===== src/usb_irq_pkg.sv =====
// Package holding register offsets, field layouts and reset values.
package usb_irq_pkg;
    // Register byte addresses.
    localparam logic [15:0] ENABLE_ADDR   = 16'h1000;
    localparam logic [15:0] STATUS_ADDR   = 16'h1010;
    localparam logic [15:0] CLEAR_ADDR    = 16'h1020;
    localparam logic [15:0] MODE_ADDR     = 16'h1030;
    localparam logic [15:0] PRIORITY_ADDR = 16'h1100;
    // Alias offsets: clear, set and invert.
    localparam logic [15:0] ALIAS_CLR = 16'h0004;
    localparam logic [15:0] ALIAS_SET = 16'h0008;
    localparam logic [15:0] ALIAS_INV = 16'h000c;
    // Enable register field positions.
    localparam int STALL_BIT  = 7;
    localparam int ATTACH_BIT = 6;
    localparam int RESUME_BIT = 5;
    localparam int QUIET_BIT  = 4;
    localparam int TOKEN_BIT  = 3;
    localparam int FRAME_BIT  = 2;
    localparam int ERROR_BIT  = 1;
    localparam int RESET_BIT  = 0;
    localparam int EVENTS     = 8;
    // Priority register field positions for the USB source.
    localparam int PRIO_LSB = 18;
    localparam int SUB_LSB  = 16;
    // Implemented bits of the priority register.
    localparam logic [31:0] PRIO_MASK   = 32'h1f1f1f1f;
    localparam logic [7:0]  ENABLE_RST  = 8'h00;
    localparam logic [31:0] PRIO_RST    = 32'h00000000;
    localparam logic [2:0]  PRIO_OFF    = 3'h0;
endpackage


===== src/usb_interrupt_gating.sv =====
// USB interrupt enable, mode-dependent bit 0 gating and priority register.
//
// Functional notes
// - enable bits 31..8 read zero, ignore writes
// - bit 7 gates handshake-stall event
// - bit 6 gates attach event
// - bit 4 gates bus-idle event
// - bit 3 gates token-done flag
// - bit 2 gates start-of-frame flag
// - bit 1 gates USB error
// - device mode, bit 0 gates bus reset
// - host mode, bit 0 gates detach
// - error reaches request only when enabled
// - priority 1..7, code zero disables source
// - subpriority code 0..3 stored directly
// - clear, set, invert aliases at 4, 8, c
//
// The strobed register port was decided locally.
`timescale 1ns/1ps
module usb_interrupt_gating (
    // Clock and reset.
    input  wire logic        mclk,
    input  wire logic        rst,
    // Register port.
    input  wire logic [15:0] addr,
    input  wire logic [31:0] wdata,
    input  wire logic        wr,
    input  wire logic        rd,
    output logic      [31:0] rdata,
    // Event pulses from the USB core.
    input  wire logic        stall_event,
    input  wire logic        attach_event,
    input  wire logic        resume_event,
    input  wire logic        bus_quiet_event,
    input  wire logic        token_done_event,
    input  wire logic        frame_start_event,
    input  wire logic        usb_error_event,
    input  wire logic        bus_reset_event,
    input  wire logic        detach_event,
    // Interrupt request and its ranking.
    output logic             usb_combined_irq_flag,
    output logic             irq,
    output logic      [2:0]  usb_irq_priority,
    output logic      [1:0]  usb_irq_subpriority
);
    // Internal state. Every event latches a sticky flag that software
    // clears by writing ones to the clear register; an event that lands
    // in the clear cycle wins, so no event is lost to a racing clear.
    // Bit 0 of the enable register gates bus reset in device mode and
    // detach in host mode, chosen by the mode register. The priority
    // register stores every source's fields for software, but only the
    // USB fields drive the rank outputs. Its alias addresses only take
    // writes and read as zero, so software must read the base address.
    logic [7:0]  usb_event_irq_enable;
    logic [31:0] irq_priority_ctrl_7;
    logic        host_mode;
    logic [8:0]  flags;
    logic [8:0]  set_vec;
    logic [8:0]  clr_vec;
    logic [7:0]  gated;
    logic        any_pending;
    logic [31:0] next_prio;
    logic [31:0] next_rdata;
    logic [15:0] prio_off;

    // Event inputs in flag order; index 8 holds detach.
    assign set_vec = {detach_event, stall_event, attach_event, resume_event,
                      bus_quiet_event, token_done_event, frame_start_event,
                      usb_error_event, bus_reset_event};
    // A write of one to the clear register drops a flag.
    assign clr_vec = (wr && addr == usb_irq_pkg::CLEAR_ADDR)
                     ? wdata[8:0] : 9'h000;

    // One sticky flag per event source.
    genvar g;
    generate
        for (g = 0; g < 9; g++) begin : gen_flag
            sticky_flag u_flag (
                .mclk (mclk),
                .rst  (rst),
                .set  (set_vec[g]),
                .clr  (clr_vec[g]),
                .flag (flags[g])
            );
        end
    endgenerate

    // Flags hold until cleared, and a set in the clear cycle is kept.
    a_flag_sticky: assert property (@(posedge mclk) disable iff (rst)
        !(wr && addr == usb_irq_pkg::CLEAR_ADDR)
        |=> (flags & $past(flags)) == $past(flags))
        else $error("flag dropped without a clear");
    a_set_wins: assert property (@(posedge mclk) disable iff (rst)
        set_vec != 9'h000
        |=> (flags & $past(set_vec)) == $past(set_vec))
        else $error("event did not set its flag");
    a_clear_drop: assert property (@(posedge mclk) disable iff (rst)
        set_vec == 9'h000 && clr_vec != 9'h000
        |=> (flags & $past(clr_vec)) == 9'h000)
        else $error("clear did not drop its flag");

    // Enable and mode registers; upper write bits are dropped.
    always_ff @(posedge mclk or posedge rst) begin
        if (rst) begin
            usb_event_irq_enable <= usb_irq_pkg::ENABLE_RST;
            host_mode            <= 1'b0;
        end else if (wr && addr == usb_irq_pkg::ENABLE_ADDR) begin
            usb_event_irq_enable <= wdata[7:0];
        end else if (wr && addr == usb_irq_pkg::MODE_ADDR) begin
            host_mode <= wdata[0];
        end
    end

    // Enable and mode writes land in one edge; enables hold otherwise.
    a_enable_write: assert property (@(posedge mclk) disable iff (rst)
        wr && addr == usb_irq_pkg::ENABLE_ADDR
        |=> usb_event_irq_enable == $past(wdata[7:0]))
        else $error("enable write lost");
    a_enable_hold: assert property (@(posedge mclk) disable iff (rst)
        !(wr && addr == usb_irq_pkg::ENABLE_ADDR)
        |=> $stable(usb_event_irq_enable))
        else $error("enable changed without a write");
    a_mode_write: assert property (@(posedge mclk) disable iff (rst)
        wr && addr == usb_irq_pkg::MODE_ADDR
        |=> host_mode == $past(wdata[0]))
        else $error("mode write lost");

    // Priority register update through plain and alias addresses.
    always_comb begin
        prio_off  = addr - usb_irq_pkg::PRIORITY_ADDR;
        next_prio = irq_priority_ctrl_7;
        if (wr) begin
            case (prio_off)
                16'h0000: next_prio = wdata;
                usb_irq_pkg::ALIAS_CLR: next_prio = next_prio & ~wdata;
                usb_irq_pkg::ALIAS_SET: next_prio = next_prio | wdata;
                usb_irq_pkg::ALIAS_INV: next_prio = next_prio ^ wdata;
                default: next_prio = irq_priority_ctrl_7;
            endcase
        end
        next_prio = next_prio & usb_irq_pkg::PRIO_MASK;
    end

    // Priority register storage.
    always_ff @(posedge mclk or posedge rst) begin
        if (rst) begin
            irq_priority_ctrl_7 <= usb_irq_pkg::PRIO_RST;
        end else begin
            irq_priority_ctrl_7 <= next_prio;
        end
    end

    // Priority register writes and the implemented field mask.
    a_plain_write: assert property (@(posedge mclk) disable iff (rst)
        wr && addr == usb_irq_pkg::PRIORITY_ADDR
        |=> irq_priority_ctrl_7 == ($past(wdata) & usb_irq_pkg::PRIO_MASK))
        else $error("priority write lost");
    a_inv_alias: assert property (@(posedge mclk) disable iff (rst)
        wr && addr == usb_irq_pkg::PRIORITY_ADDR + usb_irq_pkg::ALIAS_INV
        |=> irq_priority_ctrl_7 == (($past(irq_priority_ctrl_7)
            ^ $past(wdata)) & usb_irq_pkg::PRIO_MASK))
        else $error("invert alias failed");
    a_prio_hold: assert property (@(posedge mclk) disable iff (rst)
        !wr |=> $stable(irq_priority_ctrl_7))
        else $error("priority changed without a write");
    a_mask_bits: assert property (@(posedge mclk) disable iff (rst)
        (irq_priority_ctrl_7 & ~usb_irq_pkg::PRIO_MASK) == 32'h00000000)
        else $error("unimplemented priority bit set");

    // Per-source gating with the mode-dependent meaning of bit 0.
    always_comb begin
        gated = flags[7:0] & usb_event_irq_enable;
        gated[usb_irq_pkg::RESET_BIT] = host_mode
            ? (flags[8] & usb_event_irq_enable[0])
            : (flags[0] & usb_event_irq_enable[0]);
        any_pending = |gated;
    end

    // Each enabled flag reaches the combined request one edge later.
    a_attach_gate: assert property (@(posedge mclk) disable iff (rst)
        flags[6] && usb_event_irq_enable[6] |=> usb_combined_irq_flag)
        else $error("attach not propagated");
    a_resume_gate: assert property (@(posedge mclk) disable iff (rst)
        flags[5] && usb_event_irq_enable[5] |=> usb_combined_irq_flag)
        else $error("resume not propagated");
    a_quiet_gate: assert property (@(posedge mclk) disable iff (rst)
        flags[4] && usb_event_irq_enable[4] |=> usb_combined_irq_flag)
        else $error("bus idle not propagated");
    a_token_gate: assert property (@(posedge mclk) disable iff (rst)
        flags[3] && usb_event_irq_enable[3] |=> usb_combined_irq_flag)
        else $error("token done not propagated");
    a_frame_gate: assert property (@(posedge mclk) disable iff (rst)
        flags[2] && usb_event_irq_enable[2] |=> usb_combined_irq_flag)
        else $error("frame start not propagated");
    a_error_gate: assert property (@(posedge mclk) disable iff (rst)
        flags[1] && usb_event_irq_enable[1] |=> usb_combined_irq_flag)
        else $error("error not propagated");
    a_stall_block: assert property (@(posedge mclk) disable iff (rst)
        flags == 9'h080 && !usb_event_irq_enable[7] |=> !usb_combined_irq_flag)
        else $error("stall propagated while disabled");
    a_frame_block: assert property (@(posedge mclk) disable iff (rst)
        flags == 9'h004 && !usb_event_irq_enable[2] |=> !usb_combined_irq_flag)
        else $error("frame start propagated while disabled");
    a_device_detach: assert property (@(posedge mclk) disable iff (rst)
        !host_mode && flags == 9'h100 |=> !usb_combined_irq_flag)
        else $error("detach propagated in device mode");
    a_host_reset: assert property (@(posedge mclk) disable iff (rst)
        host_mode && flags == 9'h001 |=> !usb_combined_irq_flag)
        else $error("bus reset propagated in host mode");
    a_detach_block: assert property (@(posedge mclk) disable iff (rst)
        host_mode && flags == 9'h100 && !usb_event_irq_enable[0]
        |=> !usb_combined_irq_flag)
        else $error("detach propagated while disabled");
    a_any_request: assert property (@(posedge mclk) disable iff (rst)
        gated != 8'h00 |=> usb_combined_irq_flag)
        else $error("enabled flag without request");
    a_request_drop: assert property (@(posedge mclk) disable iff (rst)
        usb_event_irq_enable == 8'h00 |=> !usb_combined_irq_flag)
        else $error("request with every enable clear");

    // Request, line and rank outputs from flip-flops.
    always_ff @(posedge mclk or posedge rst) begin
        if (rst) begin
            usb_combined_irq_flag <= 1'b0;
            irq                   <= 1'b0;
            usb_irq_priority      <= 3'h0;
            usb_irq_subpriority   <= 2'h0;
        end else begin
            usb_combined_irq_flag <= any_pending;
            irq <= any_pending &&
                   next_prio[usb_irq_pkg::PRIO_LSB +: 3]
                   != usb_irq_pkg::PRIO_OFF;
            usb_irq_priority    <= next_prio[usb_irq_pkg::PRIO_LSB +: 3];
            usb_irq_subpriority <= next_prio[usb_irq_pkg::SUB_LSB +: 2];
        end
    end

    // The line follows the request only while the rank is nonzero.
    a_irq_rank: assert property (@(posedge mclk) disable iff (rst)
        irq == (usb_combined_irq_flag
                && usb_irq_priority != usb_irq_pkg::PRIO_OFF))
        else $error("irq does not follow request and rank");
    a_prio_copy: assert property (@(posedge mclk) disable iff (rst)
        usb_irq_priority == irq_priority_ctrl_7[usb_irq_pkg::PRIO_LSB +: 3])
        else $error("priority output stale");
    a_reset_clear: assert property (@(posedge mclk)
        $fell(rst) |-> usb_event_irq_enable == usb_irq_pkg::ENABLE_RST
            && irq_priority_ctrl_7 == usb_irq_pkg::PRIO_RST
            && !usb_combined_irq_flag && !irq)
        else $error("state not cleared by reset");

    // Read data mux; unmapped addresses and aliases read zero.
    always_comb begin
        next_rdata = 32'h00000000;
        case (addr)
            usb_irq_pkg::ENABLE_ADDR:
                next_rdata = {24'h000000, usb_event_irq_enable};
            usb_irq_pkg::STATUS_ADDR:   next_rdata = {23'h0, flags};
            usb_irq_pkg::MODE_ADDR:     next_rdata = {31'h0, host_mode};
            usb_irq_pkg::PRIORITY_ADDR: next_rdata = irq_priority_ctrl_7;
            default:                    next_rdata = 32'h00000000;
        endcase
    end

    // Read data stand only in the cycle after the read strobe.
    always_ff @(posedge mclk or posedge rst) begin
        if (rst) begin
            rdata <= 32'h00000000;
        end else begin
            rdata <= rd ? next_rdata : 32'h00000000;
        end
    end

    // Read data stand one cycle and aliases read as zero.
    a_rdata_idle: assert property (@(posedge mclk) disable iff (rst)
        !rd |=> rdata == 32'h00000000)
        else $error("read data outside a read");
    a_enable_read: assert property (@(posedge mclk) disable iff (rst)
        rd && addr == usb_irq_pkg::ENABLE_ADDR
        |=> rdata == {24'h0, $past(usb_event_irq_enable)})
        else $error("enable read wrong");
    a_prio_read: assert property (@(posedge mclk) disable iff (rst)
        rd && addr == usb_irq_pkg::PRIORITY_ADDR
        |=> rdata == $past(irq_priority_ctrl_7))
        else $error("priority read wrong");
    a_alias_read: assert property (@(posedge mclk) disable iff (rst)
        rd && (addr == usb_irq_pkg::PRIORITY_ADDR + usb_irq_pkg::ALIAS_CLR
            || addr == usb_irq_pkg::PRIORITY_ADDR + usb_irq_pkg::ALIAS_SET
            || addr == usb_irq_pkg::PRIORITY_ADDR + usb_irq_pkg::ALIAS_INV)
        |=> rdata == 32'h00000000)
        else $error("alias read not zero");
    a_status_read: assert property (@(posedge mclk) disable iff (rst)
        rd && addr == usb_irq_pkg::STATUS_ADDR
        |=> rdata == {23'h0, $past(flags)})
        else $error("status read wrong");

    // Checks on the gating and register behaviour.
    a_upper_zero: assert property (@(posedge mclk) disable iff (rst)
        rd && addr == usb_irq_pkg::ENABLE_ADDR |=> rdata[31:8] == 24'h0)
        else $error("enable upper bits not zero");
    a_stall_gate: assert property (@(posedge mclk) disable iff (rst)
        flags[7] && usb_event_irq_enable[7] |=> usb_combined_irq_flag)
        else $error("stall not propagated");
    a_error_block: assert property (@(posedge mclk) disable iff (rst)
        flags[7:0] == 8'h02 && !usb_event_irq_enable[1] && !host_mode
        |=> !usb_combined_irq_flag)
        else $error("error propagated while disabled");
    a_device_reset: assert property (@(posedge mclk) disable iff (rst)
        !host_mode && flags[0] && usb_event_irq_enable[0]
        |=> usb_combined_irq_flag)
        else $error("bus reset not propagated");
    a_host_detach: assert property (@(posedge mclk) disable iff (rst)
        host_mode && flags[8] && usb_event_irq_enable[0]
        |=> usb_combined_irq_flag)
        else $error("detach not propagated");
    a_prio_off: assert property (@(posedge mclk) disable iff (rst)
        usb_irq_priority == 3'h0 |-> !irq)
        else $error("irq with priority zero");
    a_set_alias: assert property (@(posedge mclk) disable iff (rst)
        wr && addr == usb_irq_pkg::PRIORITY_ADDR + usb_irq_pkg::ALIAS_SET
        |=> (irq_priority_ctrl_7 & $past(wdata) & usb_irq_pkg::PRIO_MASK)
            == ($past(wdata) & usb_irq_pkg::PRIO_MASK))
        else $error("set alias failed");
    a_clr_alias: assert property (@(posedge mclk) disable iff (rst)
        wr && addr == usb_irq_pkg::PRIORITY_ADDR + usb_irq_pkg::ALIAS_CLR
        |=> (irq_priority_ctrl_7 & $past(wdata)) == 32'h0)
        else $error("clear alias failed");
    a_sub_track: assert property (@(posedge mclk) disable iff (rst)
        ##1 usb_irq_subpriority
            == irq_priority_ctrl_7[usb_irq_pkg::SUB_LSB +: 2])
        else $error("subpriority mismatch");
    a_no_request: assert property (@(posedge mclk) disable iff (rst)
        gated == 8'h00 |=> !usb_combined_irq_flag)
        else $error("request without enabled flag");

    // Main scenarios.
    c_irq_raised: cover property (@(posedge mclk) disable iff (rst)
        !irq ##1 irq);
    c_host_detach: cover property (@(posedge mclk) disable iff (rst)
        host_mode && gated[0]);
    c_inv_alias: cover property (@(posedge mclk) disable iff (rst)
        wr && addr == usb_irq_pkg::PRIORITY_ADDR + usb_irq_pkg::ALIAS_INV);
    c_clr_alias: cover property (@(posedge mclk) disable iff (rst)
        wr && addr == usb_irq_pkg::PRIORITY_ADDR + usb_irq_pkg::ALIAS_CLR);
    c_top_rank: cover property (@(posedge mclk) disable iff (rst)
        irq && usb_irq_priority == 3'h7);
endmodule


===== src/sticky_flag.sv =====
// Sticky event flag where a set wins over a clear.
`timescale 1ns/1ps
module sticky_flag (
    // Clock and reset.
    input  wire logic mclk,
    input  wire logic rst,
    // Set and clear.
    input  wire logic set,
    input  wire logic clr,
    // Flag.
    output logic      flag
);
    // The flag holds until cleared; a set in the clear cycle is kept.
    always_ff @(posedge mclk or posedge rst) begin
        if (rst) begin
            flag <= 1'b0;
        end else if (set) begin
            flag <= 1'b1;
        end else if (clr) begin
            flag <= 1'b0;
        end
    end
endmodule


===== config.mk =====
export PLATFORM = sky130hd
export DESIGN_NAME = usb_interrupt_gating
export DESIGN_NICKNAME = d
export VERILOG_FILES = /design/src/usb_irq_pkg.sv /design/src/usb_interrupt_gating.sv /design/src/sticky_flag.sv
export SDC_FILE = /design/constraint.sdc
export NUM_CORES = 1
export LEC_CHECK = 0
export ABC_AREA = 1
export CAP_MARGIN = 20
export CELL_PAD_IN_SITES_DETAIL_PLACEMENT = 1
export CELL_PAD_IN_SITES_GLOBAL_PLACEMENT = 1
export CORE_MARGIN = 2
export CORE_UTILIZATION = 42
export CTS_CLUSTER_DIAMETER = 120
export DETAILED_ROUTE_END_ITERATION = 10
export DONT_BUFFER_PORTS = 1
export GPL_TIMING_DRIVEN = 1
export PLACE_DENSITY = 0.73
export SYNTH_ARGS = -nofsm -noshare
export SYNTH_HDL_FRONTEND = slang
export SYNTH_SLANG_ARGS = --single-unit

===== constraint.sdc =====
create_clock -name mclk -period 1.87 [get_ports mclk]
set_clock_uncertainty 0.15 [all_clocks]
set_input_delay 0.2805 -clock mclk [delete_from_list [all_inputs] [get_ports mclk]]
set_output_delay 0.2805 -clock mclk [all_outputs]
set_load 0.01 [all_outputs]

Yosys cells after proc, flatten, opt, wreduce, memory -nomap -nowiden
Cells that the tools add are included.
- register bits: 77
- output and inout bits: 39
- add/sub/neg operators: 1
- eq/ne operators: 8
- mux-type cells: 24
- bitwise gates (word level): 8
- reductions and logical operators: 19
- operators with widths (kind ; count):
    one-hot mux 29 bit (4 select lines) ; 2
    == test 16 x 13 -> 1 bit, second input constant ; 5
    == test 16 x 4 -> 1 bit, second input constant ; 2
    two-way mux 32 bit ; 1
    bitwise AND 29 bit ; 1
    NOT 29 bit ; 1
    bitwise OR 29 bit ; 1
    bitwise XOR 29 bit ; 1
    two-way mux 21 bit ; 1
    two-way mux 1 bit ; 19
    nonzero test 2 bit ; 9
    == test 16 x 3 -> 1 bit, second input constant ; 1
    zero test 16 bit ; 1
    subtractor 16 x 13 -> 16 bit, second input constant ; 1
    two-way mux 9 bit ; 1
    bitwise AND 8 bit ; 1
    OR reduction 8 bit ; 1
    logical AND 1 bit ; 4
    AND reduction 2 bit ; 2
    nonzero test 4 bit ; 1
    nonzero test 3 bit ; 1
    bitwise AND 1 bit ; 2
    NOT 1 bit ; 1

Depth between registers and ports, before layout
Gate-level depths: netlist (run 1).
- depth after elaboration: 6
- depth in mapped cells: 14

Modules after synthesis
Synthesis (run 1) repeated with hierarchy kept, for this count alone.
- cells, all modules: 493
- area, all modules: 4073.9 um^2
- by module, submodules not included (module ; instances ; cells each ; area an instance (um^2) ; seq. area each (um^2)):
    usb_interrupt_gating ; 1 ; 439 ; 3679.8 ; 1351.3
    sticky_flag ; 9 ; 6 ; 43.8 ; 25.0

Worst setup path after synthesis (run 1)
No wires, ideal clock.
- path kind: input to register
- start: input addr[7]
- end: register usb_irq_subpriority[0]
- setup time: 0.129 ns
- arrival time: 1.355 ns
- setup slack: 0.236 ns
- cell stages on the path: 8
- path buffers: 2
- cell sequence: nor2_2 -> nand2_4 -> nor2_4 -> nand2_2 -> buf_6 -> a31oi_4 -> buf_6 -> o21ai_0
- cells in the longest elaborated chain, start to end: 4
- elaborated cells on any way between the ends: 7
- RTL lines (what ; line ; RTL):
    start: declaration ; usb_interrupt_gating.sv:25 ; input wire logic [15:0] addr,
    subtractor 16 x 13 -> 16 bit * ; usb_interrupt_gating.sv:130 ; prio_off = addr - usb_irq_pkg::PRIORITY_ADDR;
    == test 16 x 4 -> 1 bit (tied with other cells) ; usb_interrupt_gating.sv:133 ; case (prio_off)
    one-hot mux 29 bit (4 select lines) * ; usb_interrupt_gating.sv:133 ;
    two-way mux 21 bit * ; usb_interrupt_gating.sv:132 ; if (wr) begin
    end signal: assignment ; usb_interrupt_gating.sv:234 ; usb_irq_subpriority <= next_prio[usb_irq_pkg::SUB_LSB +: 2];
    end: declaration ; usb_interrupt_gating.sv:44 ; output logic [1:0] usb_irq_subpriority
Every way passes the cells marked *; elsewhere a longest branch is shown, timed or not.
A chain may end at the register's enable or synchronous reset.

Worst setup path after layout (run 1)
- start: input addr[12]
- end: register host_mode
- cells in the longest elaborated chain, start to end: 4
- elaborated cells on any way between the ends: 6
- RTL lines (what ; line ; RTL):
    == test 16 x 13 -> 1 bit ; usb_interrupt_gating.sv:107 ; end else if (wr && addr == usb_irq_pkg::ENABLE_ADDR) begin
    logical AND 1 bit ; usb_interrupt_gating.sv:107 ;
    NOT 1 bit (no line) ; - ;
    AND reduction 2 bit (no line) * ; - ;
    end signal: assignment ; usb_interrupt_gating.sv:110 ; host_mode <= wdata[0];
    end: declaration ; usb_interrupt_gating.sv:56 ; logic host_mode;
Marks and branches as above.

==> results of run 1 <==
[worst paths after layout]
path	from	cells past startpoint	endpoint	slack [ps]
max in group asynchronous	rst	3	irq_priority_ctrl_7[20]	890
setup reg to reg	usb_irq_priority[0]	10	irq	200
hold reg to reg	usb_event_irq_enable[1]	2	usb_event_irq_enable[1]	360
setup / recovery	addr[12]	10	host_mode	170
hold / removal	wdata[2]	2	usb_event_irq_enable[2]	40
min in group asynchronous	rst	3	irq	350
[repair_timing]
action / 4_1_cts / 5_1_grt
hold endpoints to repair: 77 / 0
hold buffers: 16 / 0
resized for setup: 0 / 5
setup endpoints to repair: 0 / 2
[flip-flops by register name, indices dropped and copies added (netlist names)]
signal,count
irq,1
usb_event_irq_enable,8
rdata,23
usb_combined_irq_flag,1
gen_flag.u_flag.flag,9
usb_irq_subpriority,1
host_mode,1
usb_irq_priority,2
irq_priority_ctrl_7,17
[worst max-delay path: cells and delay by family]
kind / cells / cell delay, ps
and+or+nand+nor: 7 / 870
buffers and inverters: 2 / 580
AOI/OAI and AO/OA: 1 / 40
[metrics by stage]
stage,instance area (um2),TNS [ps],hold WS (ps),instances,power (mW)
after floorplan,4060,0,244,492,1.51
after detailed placement,4130,-66.9,133,605,1.53
after CTS,4470,0,40.4,636,2.70
after global placement,4130,0,123,605,1.52
after global routing,4490,0,38.8,636,2.79
final,4490,0,41.7,636,2.67
[power by group through the flow]
stage / combinational, mW / clock, mW / sequential (mW)
CTS: 0.171 / 1.16 / 1.36
global placement: 0.134 / 0 / 1.39
global route: 0.192 / 1.24 / 1.36
detailed placement: 0.144 / 0 / 1.39
finish: 0.168 / 1.14 / 1.36
floorplan: 0.118 / 0 / 1.39
[cell usage in the layout, fill, tap and decap left out, types with 2 or more instances in the layout]
master and n:
nor3_1 19, clkinv_2 4, buf_4 15, nand2_2 5, o21bai_1 9, clkbuf_8 9, nand3_1 47, nor2_4 7
nand3b_1 3, a221oi_1 2, o21ai_2 13, nand2_1 42, nor2_2 3, inv_1 67, nor2_1 45, o21ai_0 56
inv_2 2, dfrtp_1 62, a21oi_1 10, o21ai_1 10, conb_1 9, buf_12 2, ha_1 40, dlygate4sd3_1 16
[cell type report]
type / count / area [um2]
Clock inverter: 5 / 50.0
Timing Repair Buffer: 33 / 313
Multi-Input combinational cell: 326 / 1990
Clock buffer: 10 / 128
Tap cell: 129 / 161
Inverter: 70 / 267
Sequential cell: 63 / 1580
Fill cell: 1140 / 4800
[routing by layer]
layer,up-vias,wire (um),global-route usage
met2,62,5360,0.378
met3,14,377,0.0390
met4,0,130,0.0677
met5,-,0,0
met1,1657,4750,0.270
li1,1593,-,-
[kinds of logic after synthesis]
| family | Yosys count |
|---|---|
| other cells | 1 |
| fa+ha+maj | 40 |
| simple gates | 175 |
| compound gates | 102 |
| buf+inv | 103 |
| flops | 63 |
==> reports/metrics.yaml, run 1 <==
die:
  die_w_um: 102
  core_region_area_um2: 9280
  die_h_um: 102
  ios: 100
  row_count: 35
  design.die.area_um2: 10400
  initial_core_util: 0.433
grt:
  gr-total-overflow: 0
  grt_pass1_wl_um: 17400
  grt.total_usage: 0.216
  grt_max_degree: 64
  grt_pass1_vias: 3612
  antenna_found_initial: 0
sta:
  grt_setup_unrepaired: "false"
  tightest_slew_ps: 581
  period_share: 0.910
  layout_min_cycle_time_ps: 1700
  setup-violations-final: 0
  hold_violations: 0
  slew_violations: 0
  max_freq_mhz: 588
  relSlewSlack: 0.612
  timing.final.ws_setup_ps: 168
pwr:
  switching_share: 0.244
  powerDensity_nw_per_um2: 596
  net-switching-power_uw: 653
  power_frac_comb: 0.063
  ir_drop_mv: 0.294
  p_int_mw: 2.02
  seq_power_share: 0.511
  p_leak_nw: 2.28
  clockPowerShare: 0.426
placement:
  hpwl_um: 7490
  pre_cts_ws_ps: -27.0
  port_buffers: 0
  place_congestion: 0.751
yosys:
  yosys.area.top_type: "dfrtp_1"
  yosysSeqAreaShare: 0.392
  synth_simple_gate_area_frac: 0.207
  yosysTopAreaCellShare: 0.392
  synth_cells: 484
  synth_top_family_by_area: "simple AND/OR/NAND/NOR gates"
  syn_avg_cell_area_um2: 8.31
  ys_warn_count: 0
  yosysUniqueCellTypes: 28
  ys_ff_latch: 63
  synth_most_common_cell: "inv_1"
  synth_compound_area_frac: 0.151
  synth_ff_type: "dfrtp_1"
  synthesis.area_um2: 4020
  synth_xor_area_frac: 0
  yosys-top-cells-area: "dfrtp_1 (39%), ha_1 (12%), o21ai_0 (7.0%)"
  synth_edf_count: 0
  async_flop_share: 1.00
  synthMuxAreaShare: 0
  yosys-top-cells-count: "inv_1 (69), dfrtp_1 (63), o21ai_0 (56), nand3_1 (48), nor2_1 (45)"
  synth-adder-area-share: 0.124
routing:
  viasPerCell: 5.23
  vias: 3326
  wl_um: 10600
  postRouteAntennaNets: 0
  drtIter0Drc: 116
  drt-pass1-iter-count: 4
  drc: 0
  wl_per_cell_um: 16.7
cts:
  cts_tree: "done"
  numCtsBuffers: 9
  clk_latency_ps: 340
  htreeDepth: 3
  clk_pin_slew_worst_paths_ps: 70
  cts_root_buf: "clkbuf_8"
  cts_setup_buffers: 0
  clock-sinks: 63
  clockBufferDepth: 2
finish:
  num_antenna_cells: 0
  fin_util: 0.483
  area_growth_syn_to_layout_pct: 11.5
  nets: 604
  drive_above_1_share: 0.132
status:
  status: "finished, final reports clean"
worst_setup_path:
  crit_chain: "inv_1 -> nor2_1 -> nand2_1 -> nor3_2 -> nand2_1 -> nor2_4 -> nand3_1 -> nor2_1 -> a21oi_1 -> dlygate4sd3_1"
  slowest_stage: "dlygate4sd3_1"
  start_kind: "primary input"
  crit_fanout: 4
  arrival_ps: 1770
  worstSetupPathType: "primary input to flop"
  end_kind: "flop"
  cp_data_required_time_ps: 1940
  crit_path_max_incr_delay_ps: 560
run:
  drv_cap: 0
min_path:
  holdCritPathClass: "primary input to flop"
(Power assumes the default switching activity.)
==> run 2, diff against run 1 <==
--- a/config.mk
+++ b/config.mk
@@ -10,12 +10,12 @@
 export CELL_PAD_IN_SITES_DETAIL_PLACEMENT = 1
 export CELL_PAD_IN_SITES_GLOBAL_PLACEMENT = 1
 export CORE_MARGIN = 2
-export CORE_UTILIZATION = 42
+export CORE_UTILIZATION = 47
 export CTS_CLUSTER_DIAMETER = 120
 export DETAILED_ROUTE_END_ITERATION = 10
 export DONT_BUFFER_PORTS = 1
 export GPL_TIMING_DRIVEN = 1
-export PLACE_DENSITY = 0.73
+export PLACE_DENSITY = 0.77
 export SYNTH_ARGS = -nofsm -noshare
 export SYNTH_HDL_FRONTEND = slang
 export SYNTH_SLANG_ARGS = --single-unit
==> constraint.sdc (replaced) <==
create_clock -name mclk -period 1.64 [get_ports mclk]
set_clock_uncertainty 0.15 [all_clocks]
set_input_delay 0.246 -clock mclk [delete_from_list [all_inputs] [get_ports mclk]]
set_output_delay 0.246 -clock mclk [all_outputs]
set_load 0.01 [all_outputs]
==> reports/metrics.yaml, run 2 (same netlist as run 1, synthesis figures left out) <==
placement:
  dpl_cell_area_um2: 4310  # +4.2%
  place_congestion: 0.838  # +12%
  port_buffers: 0  # unchanged
  hpwl_um: 7830  # +4.6%
routing:
  vias: 3475  # +4.5%
  wl_um: 11400  # +7.7%
  postRouteAntennaNets: 0  # unchanged
  wl_met3_um: 434  # +15%
  routed-wl-met2_um: 5840  # +8.9%
  highest_layer: "met4"
  drc: 0  # unchanged
  met1_length_um: 4790  # +1.0%
  viasPerCell: 5.46  # +4.3%
  drtIter0Drc: 133  # +15%
  wl_per_cell_um: 17.9  # +7.5%
  drt-pass1-iter-count: 4  # unchanged
finish:
  final_common_cell: "inv_1"
  drive_above_1_share: 0.188  # +0.0558
  largest_register: "rdata"
  fill_cells: 1006  # -12%
  largest_reg_flops: 23  # unchanged
  area_growth_syn_to_layout_pct: 17.2
  final_area_um2: 4710  # +5.1%
  fin_util: 0.571  # +0.0876
  top_regs: "rdata (23), irq_priority_ctrl_7 (17), gen_flag.u_flag.flag (9)"
  layout_common_cells: "inv_1 (63), dfrtp_1 (62), o21ai_0 (53)"
  nets: 629  # +4.1%
  num_antenna_cells: 0  # unchanged
sta:
  setup-violations-final: 0  # unchanged
  hold_violations: 0  # unchanged
  relSlewSlack: 0.639  # +0.0274
  tightest_slew_ps: 540  # -41.1 ps
  grt_setup_unrepaired: "true"
  max_freq_mhz: 613
  layout_min_cycle_time_ps: 1630
  slew_violations: 0  # unchanged
  period_share: 0.995
worst_setup_path:
  critical_path_buf_inv_count: 2  # unchanged
  crit_path_max_incr_delay_ps: 450  # -110 ps
  crit_chain: "inv_2 -> ha_4 -> nand3_2 -> o21ai_1 -> nor2_1 -> nand2_1 -> nand2_2 -> nand3_2 -> nand2_1 -> inv_1"
  critical-path-top-delay-family: "simple AND/OR/NAND/NOR gates"
  cp_data_required_time_ps: 1750  # -190 ps
  slowest_stage: "dfrtp_2"
  arrival_ps: 1740  # -30 ps
  worstSetupPathType: "flop to flop"
  start_kind: "flop"
  crit_fanout: 3  # -1
  r2r_setup_slack_ps: 9  # -190 ps
  end_kind: "flop"
run:
  drv_cap: 0  # unchanged
pwr:
  p_leak_nw: 2.40  # +5.4%
  ir_drop_mv: 0.441  # +50%
  powerDensity_nw_per_um2: 627  # +5.3%
cts:
  clk_pin_slew_worst_paths_ps: 70  # about the same
  clock-sinks: 63  # unchanged
  numCtsBuffers: 9  # unchanged
  htreeDepth: 3  # unchanged
  clockBufferDepth: 2  # unchanged
  cts_root_buf: "clkbuf_8"
  cts_tree: "done"
  clk_latency_ps: 350  # about the same
die:
  row_count: 33  # -5.7%
  core_region_area_um2: 8260  # -11%
  die_h_um: 96.5  # -5.3%
  design.die.area_um2: 9320  # -10%
  initial_core_util: 0.487  # +0.0538
  die_w_um: 96.5  # -5.3%
  ios: 100  # unchanged
grt:
  grt_pass1_vias: 3704  # +2.5%
  grt_pass1_wl_um: 18300  # +5.1%
  grt.total_usage: 0.261  # +0.0457
  gr-total-overflow: 0  # unchanged
  antenna_found_initial: 0  # unchanged
  grt_max_degree: 37  # -42%
min_path:
  holdCritPathClass: "primary input to flop"
status:
  status: "finished, final reports clean"
-- run 2: changes by cell type in the layout (fill, tap and decap cells not counted), sizes merged --
cell         previous run  this run
bufinv                  1         0
clkinvlp                1         2
clkbuf                 10        11
buf                    17        41
clkinv                  4         3
dlygate4sd3            16        17
-- run 2: final timing paths --
kind | cells past startpoint | startpoint | end
worst min register to register | 2 | usb_event_irq_enable[6] | usb_event_irq_enable[6]
min in group asynchronous | 2 | rst | rdata[5]
worst max-delay path | 10 | usb_irq_priority[1] | irq
worst max register to register | 10 | usb_irq_priority[1] | irq
worst min-delay path | 2 | wdata[3] | usb_event_irq_enable[3]
max in group asynchronous | 3 | rst | usb_irq_priority[1]
-- run 2: metal layers --
| metal | GRT usage | up-vias |
|---|---|---|
| li1 | - | 1643 |
| met1 | 0.310 | 1725 |
| met2 | 0.455 | 79 |
| met3 | 0.0582 | 28 |
| met4 | 0.114 | 0 |
| met5 | 0 | - |
-- run 2: layout make-up --
cell class / instances / area, um2 / area share
repair buffers: 58 / 566 / 0.120
multi-input cells: 326 / 2010 / 0.426
inverters: 70 / 267 / 0.0565
clock inverters: 4 / 22.5 / 0.00478
well taps: 105 / 131 / 0.0279
clock buffers: 11 / 141 / 0.0300
flip-flops and latches: 63 / 1580 / 0.335
-- run 2: worst register-to-register path, cell delays in order, from the launching register on --
cell and delay [ps]:
dfrtp_2 450, inv_2 110, ha_4 200, nand3_2 60, o21ai_1 60, nor2_1 110, nand2_1 80, nand2_2 100
nand3_2 90, nand2_1 90, inv_1 40
-- run 2: power by group --
part / internal (mW) / total (mW) / switching (mW) / leakage, nW
sequential: 1.55 / 1.56 / 0.00120 / 0.724
clock: 0.573 / 1.20 / 0.622 / 0.0850
combinational: 0.0719 / 0.206 / 0.134 / 1.59
total: 2.20 / 2.96 / 0.758 / 2.40
-- run 2: metrics by stage --
stage	worst slack [ps]	hold WS (ps)	setup TNS [ps]	total power [mW]	cells
2_1_floorplan	40.5	210	0	1.72	492
3_3_place_gp	-98.8	-160	-133	1.74	600
3_5_place_dp	-182	-159	-1500	1.76	600
4_1_cts	2.13	0.649	0	2.99	632
5_1_grt	-59.7	20.1	-59.7	3.08	637
6_report	8.99	11.6	0	2.96	637
-- run 2: timing repair --
action | CTS | global route
setup endpoints to repair | 1 | 4
pin swaps | 0 | 4
hold buffers | 17 | 0
endpoints found under the hold margin | 80 | 0
cloned | 0 | 0
buffers inserted | 0 | 5
gates resized for setup | 5 | 10
